[config.mk]
export PLATFORM = sky130hd
export DESIGN_NAME = gcifc_frame_controller
export DESIGN_NICKNAME = d
export VERILOG_FILES = /design/src/gcifc_pkg.sv /design/src/gcifc_pin_sync.sv /design/src/gcifc_monitor_rx.sv /design/src/gcifc_frame_controller.sv
export SDC_FILE = /design/constraint.sdc
export NUM_CORES = 1
export LEC_CHECK = 0
export BUFFER_PORTS_ARGS = -buffer_cell sky130_fd_sc_hd__buf_2
export CORE_ASPECT_RATIO = 0.8
export CORE_MARGIN = 10
export CORE_UTILIZATION = 55
export CTS_CLUSTER_SIZE = 20
export DETAILED_ROUTE_END_ITERATION = 10
export GPL_TIMING_DRIVEN = 0
export PLACE_DENSITY_LB_ADDON = 0.25
export SLEW_MARGIN = 10
export SYNTH_ARGS = -nofsm -noshare
export SYNTH_HDL_FRONTEND = slang
export SYNTH_SLANG_ARGS = --single-unit
[constraint.sdc]
create_clock -name aclk -period 4.4 [get_ports aclk]
set_input_delay 1.1 -clock aclk [delete_from_list [all_inputs] [get_ports aclk]]
set_output_delay 1.1 -clock aclk [all_outputs]
set_load 0.01 [all_outputs]
[src/gcifc_pkg.sv]
/*
 Shared constants for the frame controller: register offsets, field
 positions, reset values, slot roles and bus helpers.
 Assumes a 32-bit AXI4-Lite register bus with byte addressing.
*/
package gcifc_pkg;

	localparam int ADDR_W = 8;
	localparam int DATA_W = 32;
	localparam int STRB_W = 4;
	// Half-bit counter: 128 slots, 8 bits, 2 clock halves
	localparam int CNT_W = 11;
	localparam int SLOT_W = 7;
	localparam int GRP_W = 5;
	localparam int CI_W = 6;
	localparam int EV_W = 3;

	////////////////////////////////////////////////////////////////////
	// Register offsets
	localparam logic [ADDR_W-1:0] OFF_CONFIG = 8'h00;
	localparam logic [ADDR_W-1:0] OFF_STATUS = 8'h04;
	localparam logic [ADDR_W-1:0] OFF_MON_TX = 8'h08;
	localparam logic [ADDR_W-1:0] OFF_MON_RX = 8'h0C;
	localparam logic [ADDR_W-1:0] OFF_CI_TX = 8'h10;
	localparam logic [ADDR_W-1:0] OFF_CI_RX = 8'h14;
	localparam logic [ADDR_W-1:0] OFF_EVENT = 8'h18;
	localparam logic [ADDR_W-1:0] OFF_MASK = 8'h1C;

	////////////////////////////////////////////////////////////////////
	// Field positions
	localparam int CFG_ENABLE = 0;
	localparam int CFG_END = 1;
	localparam int CFG_DLL = 2;
	localparam int CFG_SIX = 3;
	localparam int CFG_SWAP = 4;
	localparam int CFG_GRP_LO = 8;
	localparam int ST_TX_READY = 0;
	localparam int ST_RX_READY = 1;
	localparam int ST_TX_BUSY = 2;
	localparam int EV_MON_TX = 0;
	localparam int EV_MON_RX = 1;
	localparam int EV_CI = 2;

	////////////////////////////////////////////////////////////////////
	// Reset values and masks
	localparam logic [DATA_W-1:0] CFG_RESET = 32'h00000000;
	localparam logic [DATA_W-1:0] CFG_MASK = 32'h00001F1F;
	localparam logic [CI_W-1:0] CMD_RESET = 6'h00;
	localparam logic [EV_W-1:0] MASK_RESET = 3'h0;
	localparam logic [7:0] MON_IDLE = 8'hFF;
	localparam logic [CNT_W-1:0] HALF_STEP = 11'h001;

	// Slot roles inside the four-slot group
	localparam logic [1:0] SUB_MON = 2'h2;
	localparam logic [1:0] SUB_CTRL = 2'h3;

	localparam logic [1:0] RESP_OKAY = 2'h0;
	localparam logic [1:0] RESP_SLVERR = 2'h2;

	////////////////////////////////////////////////////////////////////
	// Byte-lane merge of a write into an old word
	function automatic logic [DATA_W-1:0] merge_word(input logic [DATA_W-1:0] old_w,
		input logic [DATA_W-1:0] new_w, input logic [STRB_W-1:0] strb);
		logic [DATA_W-1:0] res;
		res = old_w;
		for (int i = 0; i < STRB_W; i++) begin
			if (strb[i]) begin
				res[i*8 +: 8] = new_w[i*8 +: 8];
			end
		end
		return res;
	endfunction

	// Word index of a byte address
	function automatic logic [ADDR_W-3:0] word_index(input logic [ADDR_W-1:0] addr);
		return addr[ADDR_W-1:2];
	endfunction

endpackage

[src/gcifc_pin_sync.sv]
/*
 Two-flop synchronisers for the four link pins and a falling-edge
 detector for the double-rate bit clock.
 Assumes the pins are asynchronous to aclk and the bit clock is slow
 enough (well below aclk/4) for edges to be seen.
*/
`timescale 1ns/100ps
module gcifc_pin_sync (
	// Clock and reset
	input wire logic aclk,
	input wire logic aresetn,
	// Raw pins
	input wire logic bit_clock_pin,
	input wire logic frame_pin,
	input wire logic line_a_pin,
	input wire logic line_b_pin,
	// Synchronised view
	output logic frame_level,
	output logic line_a_level,
	output logic line_b_level,
	output logic bit_clock_fall
);

	logic [3:0] meta;
	logic [3:0] stable;
	logic clk_prev;

	// Only the second stage is looked at downstream
	always_ff @(posedge aclk) begin
		if (!aresetn) begin
			meta <= 4'h0;
			stable <= 4'h0;
			clk_prev <= 1'b0;
			bit_clock_fall <= 1'b0;
		end else begin
			meta <= {line_b_pin, line_a_pin, frame_pin, bit_clock_pin};
			stable <= meta;
			clk_prev <= stable[0];
			bit_clock_fall <= clk_prev && !stable[0];
		end
	end

	// Data delayed to match the edge pulse
	always_ff @(posedge aclk) begin
		if (!aresetn) begin
			frame_level <= 1'b0;
			line_a_level <= 1'b0;
			line_b_level <= 1'b0;
		end else begin
			frame_level <= stable[1];
			line_a_level <= stable[2];
			line_b_level <= stable[3];
		end
	end

endmodule

[src/gcifc_monitor_rx.sv]
/*
 Monitor receive acceptance: immediate or double look, and the
 receiver's acknowledge (active low on the line).
 Assumes one frame_tick per frame, after the control byte arrived.
*/
`timescale 1ns/100ps
module gcifc_monitor_rx (
	// Clock and reset
	input wire logic aclk,
	input wire logic aresetn,
	// Frame data
	input wire logic frame_tick,
	input wire logic enable,
	input wire logic double_look,
	input wire logic [7:0] mon_byte,
	input wire logic mx_active,
	// Results
	output logic accept,
	output logic [7:0] accept_byte,
	output logic mr_active
);

	logic [7:0] prev_byte;
	logic prev_valid;

	wire same_twice = prev_valid && (prev_byte == mon_byte);
	wire take_now = !double_look || same_twice;

	always_ff @(posedge aclk) begin
		if (!aresetn) begin
			prev_byte <= 8'h00;
			prev_valid <= 1'b0;
			accept <= 1'b0;
			accept_byte <= 8'h00;
			mr_active <= 1'b0;
		end else begin
			accept <= 1'b0;
			if (frame_tick) begin
				if (!enable) begin
					// Raw copy every frame while the function is off
					accept <= 1'b1;
					accept_byte <= mon_byte;
					mr_active <= 1'b0;
					prev_valid <= 1'b0;
				end else if (mr_active) begin
					// Hold the acknowledge until the sender releases
					if (!mx_active) begin
						mr_active <= 1'b0;
					end
					prev_valid <= 1'b0;
				end else if (mx_active) begin
					if (take_now) begin
						accept <= 1'b1;
						accept_byte <= mon_byte;
						mr_active <= 1'b1;
						prev_valid <= 1'b0;
					end else begin
						prev_byte <= mon_byte;
						prev_valid <= 1'b1;
					end
				end else begin
					prev_valid <= 1'b0;
				end
			end
		end
	end

endmodule

[src/gcifc_frame_controller.sv]
/*
 Four-slot frame controller on a serial time-slot bus: monitor byte
 transfer with handshake, command/indication transfer, register file on
 AXI4-Lite, sticky events with a mask onto one interrupt line.
 Assumes the partner supplies the double-rate bit clock and the frame
 pulse; both are sampled by aclk. Slot assignment of B and D channels is
 done by another block; this one leaves those bits undriven.
*/
// The register addresses and the AXI4-Lite interface to the registers were left to the implementer.
// Summary of operation
// - Frame on slots 4*group to 4*group+3
// - Only the four group slots are touched
// - Slots carry B1, B2, monitor, control byte
// - Only monitor, C/I, handshake handled here
// - Drive own MX and MR, sample partner's
// - Four wires, data line roles swappable
// - Off after reset, on by enable bit
// - Receive copies kept even while disabled
// - Transmit ready set when free, write clears
// - Ready rise sets event; mask gates interrupt
// - Idle monitor sends 0xFF
// - Accepted byte sets receive ready, readable
// - Config bit selects immediate or double look
// - Command repeats; change from next control slot
// - Indication change sets event; mask gates
// - Command/indication width four or six bits
`timescale 1ns/100ps
module gcifc_frame_controller (
	// Clock and reset
	input wire logic aclk,
	input wire logic aresetn,
	// AXI4-Lite write address
	input wire logic [gcifc_pkg::ADDR_W-1:0] awaddr,
	input wire logic awvalid,
	output logic awready,
	// AXI4-Lite write data
	input wire logic [gcifc_pkg::DATA_W-1:0] wdata,
	input wire logic [gcifc_pkg::STRB_W-1:0] wstrb,
	input wire logic wvalid,
	output logic wready,
	// AXI4-Lite write response
	output logic [1:0] bresp,
	output logic bvalid,
	input wire logic bready,
	// AXI4-Lite read
	input wire logic [gcifc_pkg::ADDR_W-1:0] araddr,
	input wire logic arvalid,
	output logic arready,
	output logic [gcifc_pkg::DATA_W-1:0] rdata,
	output logic [1:0] rresp,
	output logic rvalid,
	input wire logic rready,
	// Link clock and frame pulse
	input wire logic double_rate_bit_clock,
	input wire logic frame_pulse_8k,
	// First data pin
	input wire logic serial_line_out_level,
	output logic serial_line_out_drive,
	output logic serial_line_out_oe,
	// Second data pin
	input wire logic serial_line_in_level,
	output logic serial_line_in_drive,
	output logic serial_line_in_oe,
	// Interrupt
	output logic irq
);
	import gcifc_pkg::*;

	typedef enum logic [1:0] {TX_IDLE, TX_SEND, TX_RELEASE, TX_END} gcifc_tx_state_type;

	////////////////////////////////////////////////////////////////////
	// Register storage
	logic [DATA_W-1:0] frame_config_reg;
	logic [7:0] monitor_transmit_reg;
	logic [7:0] monitor_receive_reg;
	logic [CI_W-1:0] cmd_ind_transmit_reg;
	logic [CI_W-1:0] indication_value;
	logic [EV_W-1:0] misc_event_reg;
	logic [EV_W-1:0] misc_event_mask_reg;
	logic tx_full;
	logic monitor_rx_ready;

	wire frame_function_enable = frame_config_reg[CFG_ENABLE];
	wire end_of_command_flag = frame_config_reg[CFG_END];
	wire double_look_select = frame_config_reg[CFG_DLL];
	wire six_bit_cmd_ind_select = frame_config_reg[CFG_SIX];
	wire line_swap = frame_config_reg[CFG_SWAP];
	wire [GRP_W-1:0] frame_group_select = frame_config_reg[CFG_GRP_LO +: GRP_W];
	wire monitor_tx_ready = !tx_full;

	////////////////////////////////////////////////////////////////////
	// Bus slave state
	logic [ADDR_W-1:0] aw_addr_q;
	logic [DATA_W-1:0] w_data_q;
	logic [STRB_W-1:0] w_strb_q;

	wire aw_take = awvalid && awready;
	wire w_take = wvalid && wready;
	wire wr_go = !awready && !wready && !bvalid;
	wire ar_take = arvalid && arready;
	wire [ADDR_W-3:0] wr_idx = word_index(aw_addr_q);
	wire [ADDR_W-3:0] rd_idx = word_index(araddr);

	wire wr_cfg = wr_go && (wr_idx == word_index(OFF_CONFIG));
	wire wr_mon = wr_go && (wr_idx == word_index(OFF_MON_TX)) && w_strb_q[0];
	wire wr_cmd = wr_go && (wr_idx == word_index(OFF_CI_TX));
	wire wr_evt = wr_go && (wr_idx == word_index(OFF_EVENT));
	wire wr_msk = wr_go && (wr_idx == word_index(OFF_MASK));
	wire wr_ro = (wr_idx == word_index(OFF_STATUS)) || (wr_idx == word_index(OFF_MON_RX))
		|| (wr_idx == word_index(OFF_CI_RX)) || (wr_idx == word_index(OFF_MON_TX));
	wire wr_known = wr_ro || (wr_idx == word_index(OFF_CONFIG))
		|| (wr_idx == word_index(OFF_CI_TX)) || (wr_idx == word_index(OFF_EVENT))
		|| (wr_idx == word_index(OFF_MASK));
	wire rd_mon = ar_take && (rd_idx == word_index(OFF_MON_RX));

	wire [DATA_W-1:0] cfg_merged = merge_word(frame_config_reg, w_data_q, w_strb_q);
	wire [DATA_W-1:0] cmd_merged = merge_word({26'h0000000, cmd_ind_transmit_reg},
		w_data_q, w_strb_q);
	wire [DATA_W-1:0] msk_merged = merge_word({29'h00000000, misc_event_mask_reg},
		w_data_q, w_strb_q);
	wire [DATA_W-1:0] evt_clear = merge_word(32'h00000000, w_data_q, w_strb_q);

	////////////////////////////////////////////////////////////////////
	// Link sampling and bit position
	logic frame_level;
	logic line_a_level;
	logic line_b_level;
	logic bit_clock_fall;
	logic [CNT_W-1:0] half_cnt;
	logic fp_at_fall;
	logic [7:0] rx_shift;
	logic [7:0] tx_hold;
	logic [7:0] mon_rx_byte;

	gcifc_pin_sync u_sync (
		.aclk(aclk),
		.aresetn(aresetn),
		.bit_clock_pin(double_rate_bit_clock),
		.frame_pin(frame_pulse_8k),
		.line_a_pin(serial_line_out_level),
		.line_b_pin(serial_line_in_level),
		.frame_level(frame_level),
		.line_a_level(line_a_level),
		.line_b_level(line_b_level),
		.bit_clock_fall(bit_clock_fall)
	);

	// Frame starts at the first fall that sees the pulse high
	wire frame_start = bit_clock_fall && frame_level && !fp_at_fall;
	wire [CNT_W-1:0] next_half = frame_start ? '0 : half_cnt + HALF_STEP;
	wire [SLOT_W-1:0] next_slot = next_half[CNT_W-1:4];
	wire [2:0] next_bit = next_half[3:1];
	wire launch = bit_clock_fall && !next_half[0];
	wire sample = bit_clock_fall && next_half[0];
	wire grp_hit = (next_slot[SLOT_W-1:2] == frame_group_select);
	wire [1:0] sub = next_slot[1:0];
	wire rx_level = line_swap ? line_a_level : line_b_level;
	wire [7:0] rx_byte_now = {rx_shift[6:0], rx_level};
	wire byte_done = sample && (next_bit == 3'h7) && grp_hit;
	wire mon_done = byte_done && (sub == SUB_MON);
	wire frame_tick = byte_done && (sub == SUB_CTRL);

	////////////////////////////////////////////////////////////////////
	// Control byte receive
	wire partner_mx_active = !rx_byte_now[0];
	wire partner_mr_active = !rx_byte_now[1];
	wire [CI_W-1:0] ind_new = six_bit_cmd_ind_select ? rx_byte_now[7:2] :
		{2'b00, rx_byte_now[5:2]};
	wire ind_change = frame_tick && (ind_new != indication_value);

	logic mon_accept;
	logic [7:0] mon_accept_byte;
	logic mr_active;

	gcifc_monitor_rx u_mon_rx (
		.aclk(aclk),
		.aresetn(aresetn),
		.frame_tick(frame_tick),
		.enable(frame_function_enable),
		.double_look(double_look_select),
		.mon_byte(mon_rx_byte),
		.mx_active(partner_mx_active),
		.accept(mon_accept),
		.accept_byte(mon_accept_byte),
		.mr_active(mr_active)
	);

	////////////////////////////////////////////////////////////////////
	// Monitor transmit sequencing
	gcifc_tx_state_type tx_state;
	gcifc_tx_state_type next_tx_state;
	logic [7:0] tx_cur;
	logic tx_cur_last;

	wire tx_step = frame_tick && frame_function_enable;
	wire tx_load = tx_step && tx_full && ((tx_state == TX_IDLE) || (tx_state == TX_RELEASE));
	wire tx_acked = tx_step && (tx_state == TX_SEND) && partner_mr_active;
	wire tx_done_last = tx_acked && tx_cur_last;

	always_comb begin
		next_tx_state = tx_state;
		if (!frame_function_enable) begin
			next_tx_state = TX_IDLE;
		end else if (tx_step) begin
			case (tx_state)
				TX_IDLE: begin
					if (tx_full) begin
						next_tx_state = TX_SEND;
					end
				end
				TX_SEND: begin
					if (partner_mr_active) begin
						next_tx_state = tx_cur_last ? TX_END : TX_RELEASE;
					end
				end
				TX_RELEASE: begin
					if (tx_full) begin
						next_tx_state = TX_SEND;
					end
				end
				TX_END: begin
					next_tx_state = TX_IDLE;
				end
				default: begin
					next_tx_state = TX_IDLE;
				end
			endcase
		end
	end

	// Byte stays on the line through the release frame
	wire mon_busy = (tx_state == TX_SEND) || (tx_state == TX_RELEASE);
	wire [7:0] mon_out = mon_busy ? tx_cur : MON_IDLE;
	wire own_mx = (tx_state != TX_SEND);
	wire own_mr = !mr_active;
	wire [7:0] ctrl_out = six_bit_cmd_ind_select ? {cmd_ind_transmit_reg, own_mr, own_mx} :
		{2'b00, cmd_ind_transmit_reg[3:0], own_mr, own_mx};
	// Byte captured at its first bit so a change lands on a slot edge
	wire [7:0] live_byte = (sub == SUB_MON) ? mon_out : ctrl_out;
	wire [7:0] cur_byte = (next_bit == 3'h0) ? live_byte : tx_hold;
	wire [2:0] bit_pos = 3'h7 - next_bit;
	wire ctrl_bit_own = (bit_pos < 3'h6) || six_bit_cmd_ind_select;
	wire slot_own = (sub == SUB_MON) || ((sub == SUB_CTRL) && ctrl_bit_own);
	wire drive_en = frame_function_enable && grp_hit && slot_own;

	////////////////////////////////////////////////////////////////////
	// Link timing and shifting
	always_ff @(posedge aclk) begin
		if (!aresetn) begin
			half_cnt <= '0;
			fp_at_fall <= 1'b0;
			rx_shift <= 8'h00;
			mon_rx_byte <= 8'h00;
			tx_hold <= 8'h00;
		end else if (bit_clock_fall) begin
			half_cnt <= next_half;
			fp_at_fall <= frame_level;
			if (sample) begin
				rx_shift <= rx_byte_now;
			end
			if (mon_done) begin
				mon_rx_byte <= rx_byte_now;
			end
			if (launch && (next_bit == 3'h0)) begin
				tx_hold <= live_byte;
			end
		end
	end

	// Pin drive, one bit per two clock halves
	always_ff @(posedge aclk) begin
		if (!aresetn) begin
			serial_line_out_drive <= 1'b0;
			serial_line_out_oe <= 1'b0;
			serial_line_in_drive <= 1'b0;
			serial_line_in_oe <= 1'b0;
		end else if (launch) begin
			serial_line_out_drive <= cur_byte[bit_pos];
			serial_line_in_drive <= cur_byte[bit_pos];
			serial_line_out_oe <= drive_en && !line_swap;
			serial_line_in_oe <= drive_en && line_swap;
		end
	end

	////////////////////////////////////////////////////////////////////
	// Monitor transmit and receive state
	always_ff @(posedge aclk) begin
		if (!aresetn) begin
			tx_state <= TX_IDLE;
			tx_full <= 1'b0;
			tx_cur <= MON_IDLE;
			tx_cur_last <= 1'b0;
			monitor_transmit_reg <= MON_IDLE;
			monitor_rx_ready <= 1'b0;
			monitor_receive_reg <= 8'h00;
			indication_value <= CMD_RESET;
		end else begin
			tx_state <= next_tx_state;
			if (wr_mon) begin
				monitor_transmit_reg <= w_data_q[7:0];
			end
			// A write in the load cycle keeps the buffer full
			tx_full <= wr_mon || (tx_full && !tx_load);
			if (tx_load) begin
				tx_cur <= monitor_transmit_reg;
				tx_cur_last <= end_of_command_flag;
			end
			if (mon_accept) begin
				monitor_receive_reg <= mon_accept_byte;
			end
			monitor_rx_ready <= mon_accept || (monitor_rx_ready && !rd_mon);
			if (frame_tick) begin
				indication_value <= ind_new;
			end
		end
	end

	////////////////////////////////////////////////////////////////////
	// Software registers and events
	wire [EV_W-1:0] ev_set = {ind_change, mon_accept, tx_load && !wr_mon};
	wire [EV_W-1:0] ev_clr = wr_evt ? evt_clear[EV_W-1:0] : {EV_W{1'b0}};

	always_ff @(posedge aclk) begin
		if (!aresetn) begin
			frame_config_reg <= CFG_RESET;
			cmd_ind_transmit_reg <= CMD_RESET;
			misc_event_mask_reg <= MASK_RESET;
			misc_event_reg <= MASK_RESET;
			irq <= 1'b0;
		end else begin
			if (wr_cfg) begin
				frame_config_reg <= cfg_merged & CFG_MASK;
			end else if (tx_done_last) begin
				frame_config_reg[CFG_END] <= 1'b0;
			end
			if (wr_cmd) begin
				cmd_ind_transmit_reg <= cmd_merged[CI_W-1:0];
			end
			if (wr_msk) begin
				misc_event_mask_reg <= msk_merged[EV_W-1:0];
			end
			// Set wins so no event is lost to a clear
			misc_event_reg <= (misc_event_reg & ~ev_clr) | ev_set;
			irq <= |(misc_event_reg & misc_event_mask_reg);
		end
	end

	////////////////////////////////////////////////////////////////////
	// AXI4-Lite handshakes
	wire [DATA_W-1:0] status_word = {29'h00000000, mon_busy, monitor_rx_ready,
		monitor_tx_ready};
	logic [DATA_W-1:0] rd_word;
	logic rd_ok;

	always_comb begin
		rd_word = 32'h00000000;
		rd_ok = 1'b1;
		case (rd_idx)
			word_index(OFF_CONFIG): rd_word = frame_config_reg;
			word_index(OFF_STATUS): rd_word = status_word;
			word_index(OFF_MON_TX): rd_word = {24'h000000, monitor_transmit_reg};
			word_index(OFF_MON_RX): rd_word = {24'h000000, monitor_receive_reg};
			word_index(OFF_CI_TX): rd_word = {26'h0000000, cmd_ind_transmit_reg};
			word_index(OFF_CI_RX): rd_word = {26'h0000000, indication_value};
			word_index(OFF_EVENT): rd_word = {29'h00000000, misc_event_reg};
			word_index(OFF_MASK): rd_word = {29'h00000000, misc_event_mask_reg};
			default: rd_ok = 1'b0;
		endcase
	end

	always_ff @(posedge aclk) begin
		if (!aresetn) begin
			awready <= 1'b1;
			wready <= 1'b1;
			bvalid <= 1'b0;
			bresp <= RESP_OKAY;
			aw_addr_q <= 8'h00;
			w_data_q <= 32'h00000000;
			w_strb_q <= 4'h0;
		end else begin
			if (aw_take) begin
				awready <= 1'b0;
				aw_addr_q <= awaddr;
			end
			if (w_take) begin
				wready <= 1'b0;
				w_data_q <= wdata;
				w_strb_q <= wstrb;
			end
			if (wr_go) begin
				bvalid <= 1'b1;
				bresp <= wr_known ? RESP_OKAY : RESP_SLVERR;
			end else if (bvalid && bready) begin
				bvalid <= 1'b0;
				awready <= 1'b1;
				wready <= 1'b1;
			end
		end
	end

	always_ff @(posedge aclk) begin
		if (!aresetn) begin
			arready <= 1'b1;
			rvalid <= 1'b0;
			rdata <= 32'h00000000;
			rresp <= RESP_OKAY;
		end else if (ar_take) begin
			arready <= 1'b0;
			rvalid <= 1'b1;
			rdata <= rd_word;
			rresp <= rd_ok ? RESP_OKAY : RESP_SLVERR;
		end else if (rvalid && rready) begin
			rvalid <= 1'b0;
			arready <= 1'b1;
		end
	end

endmodule

## Word level (Yosys, flattened, before mapping)

Cells that the tools add are included.

| cells by class | value |
|---|---|
| order comparisons | 2 |
| add/subtract/negate cells | 2 |
| reduce and logical (&&, ||, !) cells | 91 |
| eq/ne operators | 30 |
| bitwise gates (word level) | 7 |
| muxes and demuxes | 49 |

Operators by type and width:

| operator | count |
|---|---|
| case mux 13 bit (8 select lines) | 1 |
| two-way mux 8 bit | 8 |
| equality test 6 x 3 -> 1 bit (second input constant) | 8 |
| logical AND 1 bit | 40 |
| two-way mux 1 bit | 29 |
| equality test 6 x 2 -> 1 bit (second input constant) | 4 |
| AND reduction 2 bit | 10 |
| zero test 1 bit | 14 |
| logical OR 1 bit | 14 |
| equality test 6 x 1 -> 1 bit (second input constant) | 2 |
| zero test 6 bit | 2 |
| adder 11 x 1 -> 11 bit (second input constant) | 1 |
| two-way mux 11 bit | 1 |
| two-way mux 2 bit | 5 |
| equality test 2 bit (second input constant) | 4 |
| equality test 8 bit | 1 |
| != test 2 bit (second input constant) | 4 |
| OR reduction 8 bit | 1 |
| bitwise AND 3 bit | 2 |
| two-way mux 3 bit | 2 |
| two-way mux 6 bit | 1 |
| != test 2 x 1 -> 1 bit (second input constant) | 3 |
| != test 6 bit | 1 |
| case mux 2 bit (3 select lines) | 1 |
| other kinds (18) | 22 |

| word-level totals | value |
|---|---|
| flip-flop bits (word level) | 192 |
| input port bits | 63 |
| output and inout bits | 46 |

## Longest topological paths before layout

| depth | value |
|---|---|
| depth after elaboration | 13 |
| mapped depth | 9 |
| depth with buffers taken out | 8 |

## Modules after synthesis

From an unflattened synthesis, not the netlist that was laid out.

| unflattened totals | value |
|---|---|
| cell total of the unflattened synthesis | 908 |
| area, all modules | 7817.5 um2 |

Modules (own cells, without submodules):

| module | instances | cells each | area each (um2) |
|---|---|---|---|
| gcifc_frame_controller | 1 | 792 | 6625.1 |
| gcifc_monitor_rx | 1 | 89 | 825.8 |
| gcifc_pin_sync | 1 | 27 | 366.6 |

## Worst setup path before layout

Ideal clock, no wire load.

| timing path | value |
|---|---|
| path type | register -> register |
| from | register half_cnt[1] |
| to | register mon_rx_byte[0] |
| data arrival time | 2.649 ns |
| setup slack | 1.680 ns |
| cell stages (with the launch flop) | 9 |
| period minus slack after synthesis | 2.720 ns |
| cells stage by stage | dfxtp_1 > ha_1 > nand4_2 > or4_4 > and3_4 > a2111oi_4 > nand2_4 > nor4_4 > mux2i_1 |

| on the way | value |
|---|---|
| word-level cells in the longest chain between the ends | 7 |

RTL lines:

| element | RTL line | source |
|---|---|---|
| from (decl) | gcifc_frame_controller.sv:129 | `logic [CNT_W-1:0] half_cnt;` |
| from (signal assigned) | gcifc_frame_controller.sv:256 | `half_cnt <= next_half;` |
| adder 11 x 1 -> 11 bit * | gcifc_frame_controller.sv:150 | `wire [CNT_W-1:0] next_half = frame_start ? '0 : half_cnt + HALF_STEP;` |
| two-way mux 11 bit * | gcifc_frame_controller.sv:150 |  |
| equality test 3 bit | gcifc_frame_controller.sv:159 | `wire byte_done = sample && (next_bit == 3'h7) && grp_hit;` |
| logical AND 1 bit (2 in a row) | gcifc_frame_controller.sv:159 |  |
| logical AND 1 bit * | gcifc_frame_controller.sv:160 | `wire mon_done = byte_done && (sub == SUB_MON);` |
| AND reduction 2 bit (no line) * | -- |  |
| to (signal assigned) | gcifc_frame_controller.sv:262 | `mon_rx_byte <= rx_byte_now;` |
| to (decl) | gcifc_frame_controller.sv:133 | `logic [7:0] mon_rx_byte;` |

Every way passes the cells marked *; elsewhere a longest branch is shown, timed or not.
A chain may end at the register's enable or synchronous reset.

## Worst setup path in the final report

| timing path | value |
|---|---|
| from | register u_sync.bit_clock_fall |
| to | register tx_cur[2] |

| on the way | value |
|---|---|
| word-level cells in the longest chain between the ends | 10 |

RTL lines:

| element | RTL line | source |
|---|---|---|
| from (decl) | gcifc_pin_sync.sv:21 | `output logic bit_clock_fall` |
| from (signal assigned) | gcifc_pin_sync.sv:39 | `bit_clock_fall <= clk_prev && !stable[0];` |
| logical AND 1 bit (2 in a row) | gcifc_frame_controller.sv:149 | `wire frame_start = bit_clock_fall && frame_level && !fp_at_fall;` |
| two-way mux 11 bit | gcifc_frame_controller.sv:150 |  |
| equality test 3 bit or logical AND 1 bit (tied branches) | gcifc_frame_controller.sv:159, gcifc_frame_controller.sv:154 |  |
| logical AND 1 bit (2 in a row) | gcifc_frame_controller.sv:159 |  |
| logical AND 1 bit * | gcifc_frame_controller.sv:161 | `wire frame_tick = byte_done && (sub == SUB_CTRL);` |
| logical AND 1 bit * | gcifc_frame_controller.sv:195 | `wire tx_step = frame_tick && frame_function_enable;` |
| logical AND 1 bit * (2 in a row) | gcifc_frame_controller.sv:196 | `wire tx_load = tx_step && tx_full && ((tx_state == TX_IDLE) \|\| (tx_state == TX_RELEASE));` |
| to (signal assigned) | gcifc_frame_controller.sv:305 | `tx_cur <= monitor_transmit_reg;` |
| to (decl) | gcifc_frame_controller.sv:192 | `logic [7:0] tx_cur;` |

Marks and branches as above.

==> qor.csv <==
metric;value;unit
post-synthesis compound-gate area fraction;11.8;%
WS Path Type;flip-flop to flip-flop;
Die ar.;18900;um2
total CTS buffers;17;
core region area;13500;um2
IO buf count;59;
Antenna Nets Post-Route;0;
cell count after synthesis;885;
Ant. Diodes;0;
Slew HR;33.6;%
Synth top cells by count;dfxtp_1 (168), nand2_1 (151), nor2_1 (88), mux2i_1 (78), a21oi_1 (67);
Vias/cell;5.58;
drt total wl;20.3;mm
Detailed Place HPWL;14.9;mm
Period minus WS final;3.33;ns
worst clock skew;0.00774;ns
Clock Tree Buf Depth;2;
I/O Pins;109;
Hold WS;0.406;ns
maximum vdd drop;0.293;mV
Worst Tran Pin Value;0.988;ns
Final Hold Vio Count;0;
H-tree depth;4;
1st-iter DRT viols;586;
sequential-to-total area share from yosys stat;44.4;%
first-pass GRT wire length;33.0;mm
Post-synth EDFFs;0;
TritonCTS clock tree;yes;
post-synthesis mux area share;11.8;%
Synth Area in XOR/XNOR;2.20;%
drt wl/cell;17.2;um
Final setup viols;0;
Mapped Avg Cell Area;8.55;um2
Post-CTS Repair Setup Buffers;0;
CTS resizes;0;
clock tree sinks;168;
worst slack at placement;1.22;ns
Yosys warnings;0;
routed vias;6564;
cell leakage power;3.46;nW
Synth Register Bits;168;
post-synthesis adder-cell area fraction;0.827;%
initial antenna violation count;0;
final slew viol count;0;
Max-Cap Viols;0;
largest family of logic cells by synthesized area;simple AND/OR/NAND/NOR gates;
chip width;151;um
final worst slack;1.07;ns
CP arrival;3.68;ns
most frequent cell after synthesis;dfxtp_1;
simple-gate share of the synthesized area;23.4;%
crit share post-route;75.6;%
crit end category;flip-flop;
setup TNS;0;ns
Tot GR Track Use;21.7;%
unrepaired setup endpoints after global routing;false;
biggest regs;rdata: 13 flops, w_data_q: 13 flops, half_cnt: 11 flops;
Rows;38;
FMAX;301;MHz
hold_buf cts;0;
Cell variety after synth;64;
Startpoint Class;flip-flop;
status;completed;
DRT Pass-1 Iters;5;
min-delay worst type;flip-flop to flip-flop;
routability cong.;0.925;
gr ovfl total;0;
# DRC;0;
Synth top area share;44.4;%
ys flop type;dfxtp_1;
# fillers;1158;
CP required;4.76;ns
Synth area leader;dfxtp_1;
largest net degree at the start of global routing;18;
crit-path max FO;10;
Mapped Area;7570;um2
Worst-path clk slew;0.07;ns
vias in the first global route;6312;
P&R area growth vs syn;15.7;%
die height;125;um
Post-synth ARST share;0;%
Starting Density;56.1;%
Clock Root Buffer;clkbuf_16;
Pwr Density;369;nW/um2
Final #Nets;1051;
Worst-Skew Late Latency;0.43;ns
ratio of cells with drive above 1 in the final layout;14.1;%
Synth area leaders;dfxtp_1 (44%), mux2i_1 (10%), nand2_1 (7.5%);
## placed cells by master, fill, tap and decap left out, types with 5 or more instances in the layout
cell,n
nand3b_1,6
xnor2_1,16
nand3_1,46
buf_4,22
nand2b_1,5
o21ai_0,24
or3_1,5
inv_1,12
nor3_1,23
clkbuf_16,17
dfxtp_1,168
a21oi_1,67
nand2_1,151
conb_1,21
nor4_1,5
nor2_1,88
clkbuf_1,40
a22oi_1,7
nand4_1,9
buf_2,66
ha_1,5
and2_1,18
mux2i_1,78
o211ai_1,8
## final timing paths
kind	startpoint	slack (ns)	end	cells after the start
min reg2reg	u_sync.stable[0]	0.41	u_sync.bit_clock_fall	1
max reg2reg	u_sync.bit_clock_fall	1.07	tx_cur[2]	8
max	u_sync.bit_clock_fall	1.07	tx_cur[2]	8
min	u_sync.stable[0]	0.41	u_sync.bit_clock_fall	1
## per-stage QoR
stage	utilization [%]	cell area, um2	total power, mW	instances
finish	64.9	8760	3.23	1176
detailed placement	60.5	8160	1.76	1144
global placement	60.5	8160	1.75	1144
global route	64.9	8760	3.33	1176
floorplan	-	7640	1.69	905
CTS	64.9	8760	3.23	1176
## worst max-delay path, stage by stage (launching register included)
cell and delay [ns]:
dfxtp_1 0.37, clkinv_1 0.23, nor3_2 0.73, nand4_1 0.36
nor3_2 0.48, nand4b_1 0.15, nor3_1 0.33, buf_2 0.36
mux2i_1 0.22
## final cells by class
type | instances | area [um2] | area share (%)
timing repair buffer | 59 | 295 | 3.37
inverter | 13 | 48.8 | 0.557
sequential | 168 | 3360 | 38.4
tap | 180 | 225 | 2.57
clock inverter | 14 | 156 | 1.79
buffer | 73 | 365 | 4.17
clock buffer | 18 | 439 | 5.01
multi-input combinational | 651 | 3870 | 44.1
## cell families after synthesis
kind of cell	Yosys count
AOI/OAI and AO/OA	142
xor gates and xnor gates	19
adders and majority gates	5
buffers and inverters	86
DFF	168
muxes	84
other	1
and+or+nand+nor	380
## power by group
part | switching, mW | internal (mW)
Combinational | 0.110 | 0.0573
Sequential | 0.0158 | 1.54
Clock | 0.689 | 0.822
## per-layer routing
layer	part of all wire [%]	global-route usage, %
met1	47	30.8
met2	42	31.5
met3	8.6	5.16
met4	2.1	7.24
met5	0.12	0
(Power assumes the default switching activity.)
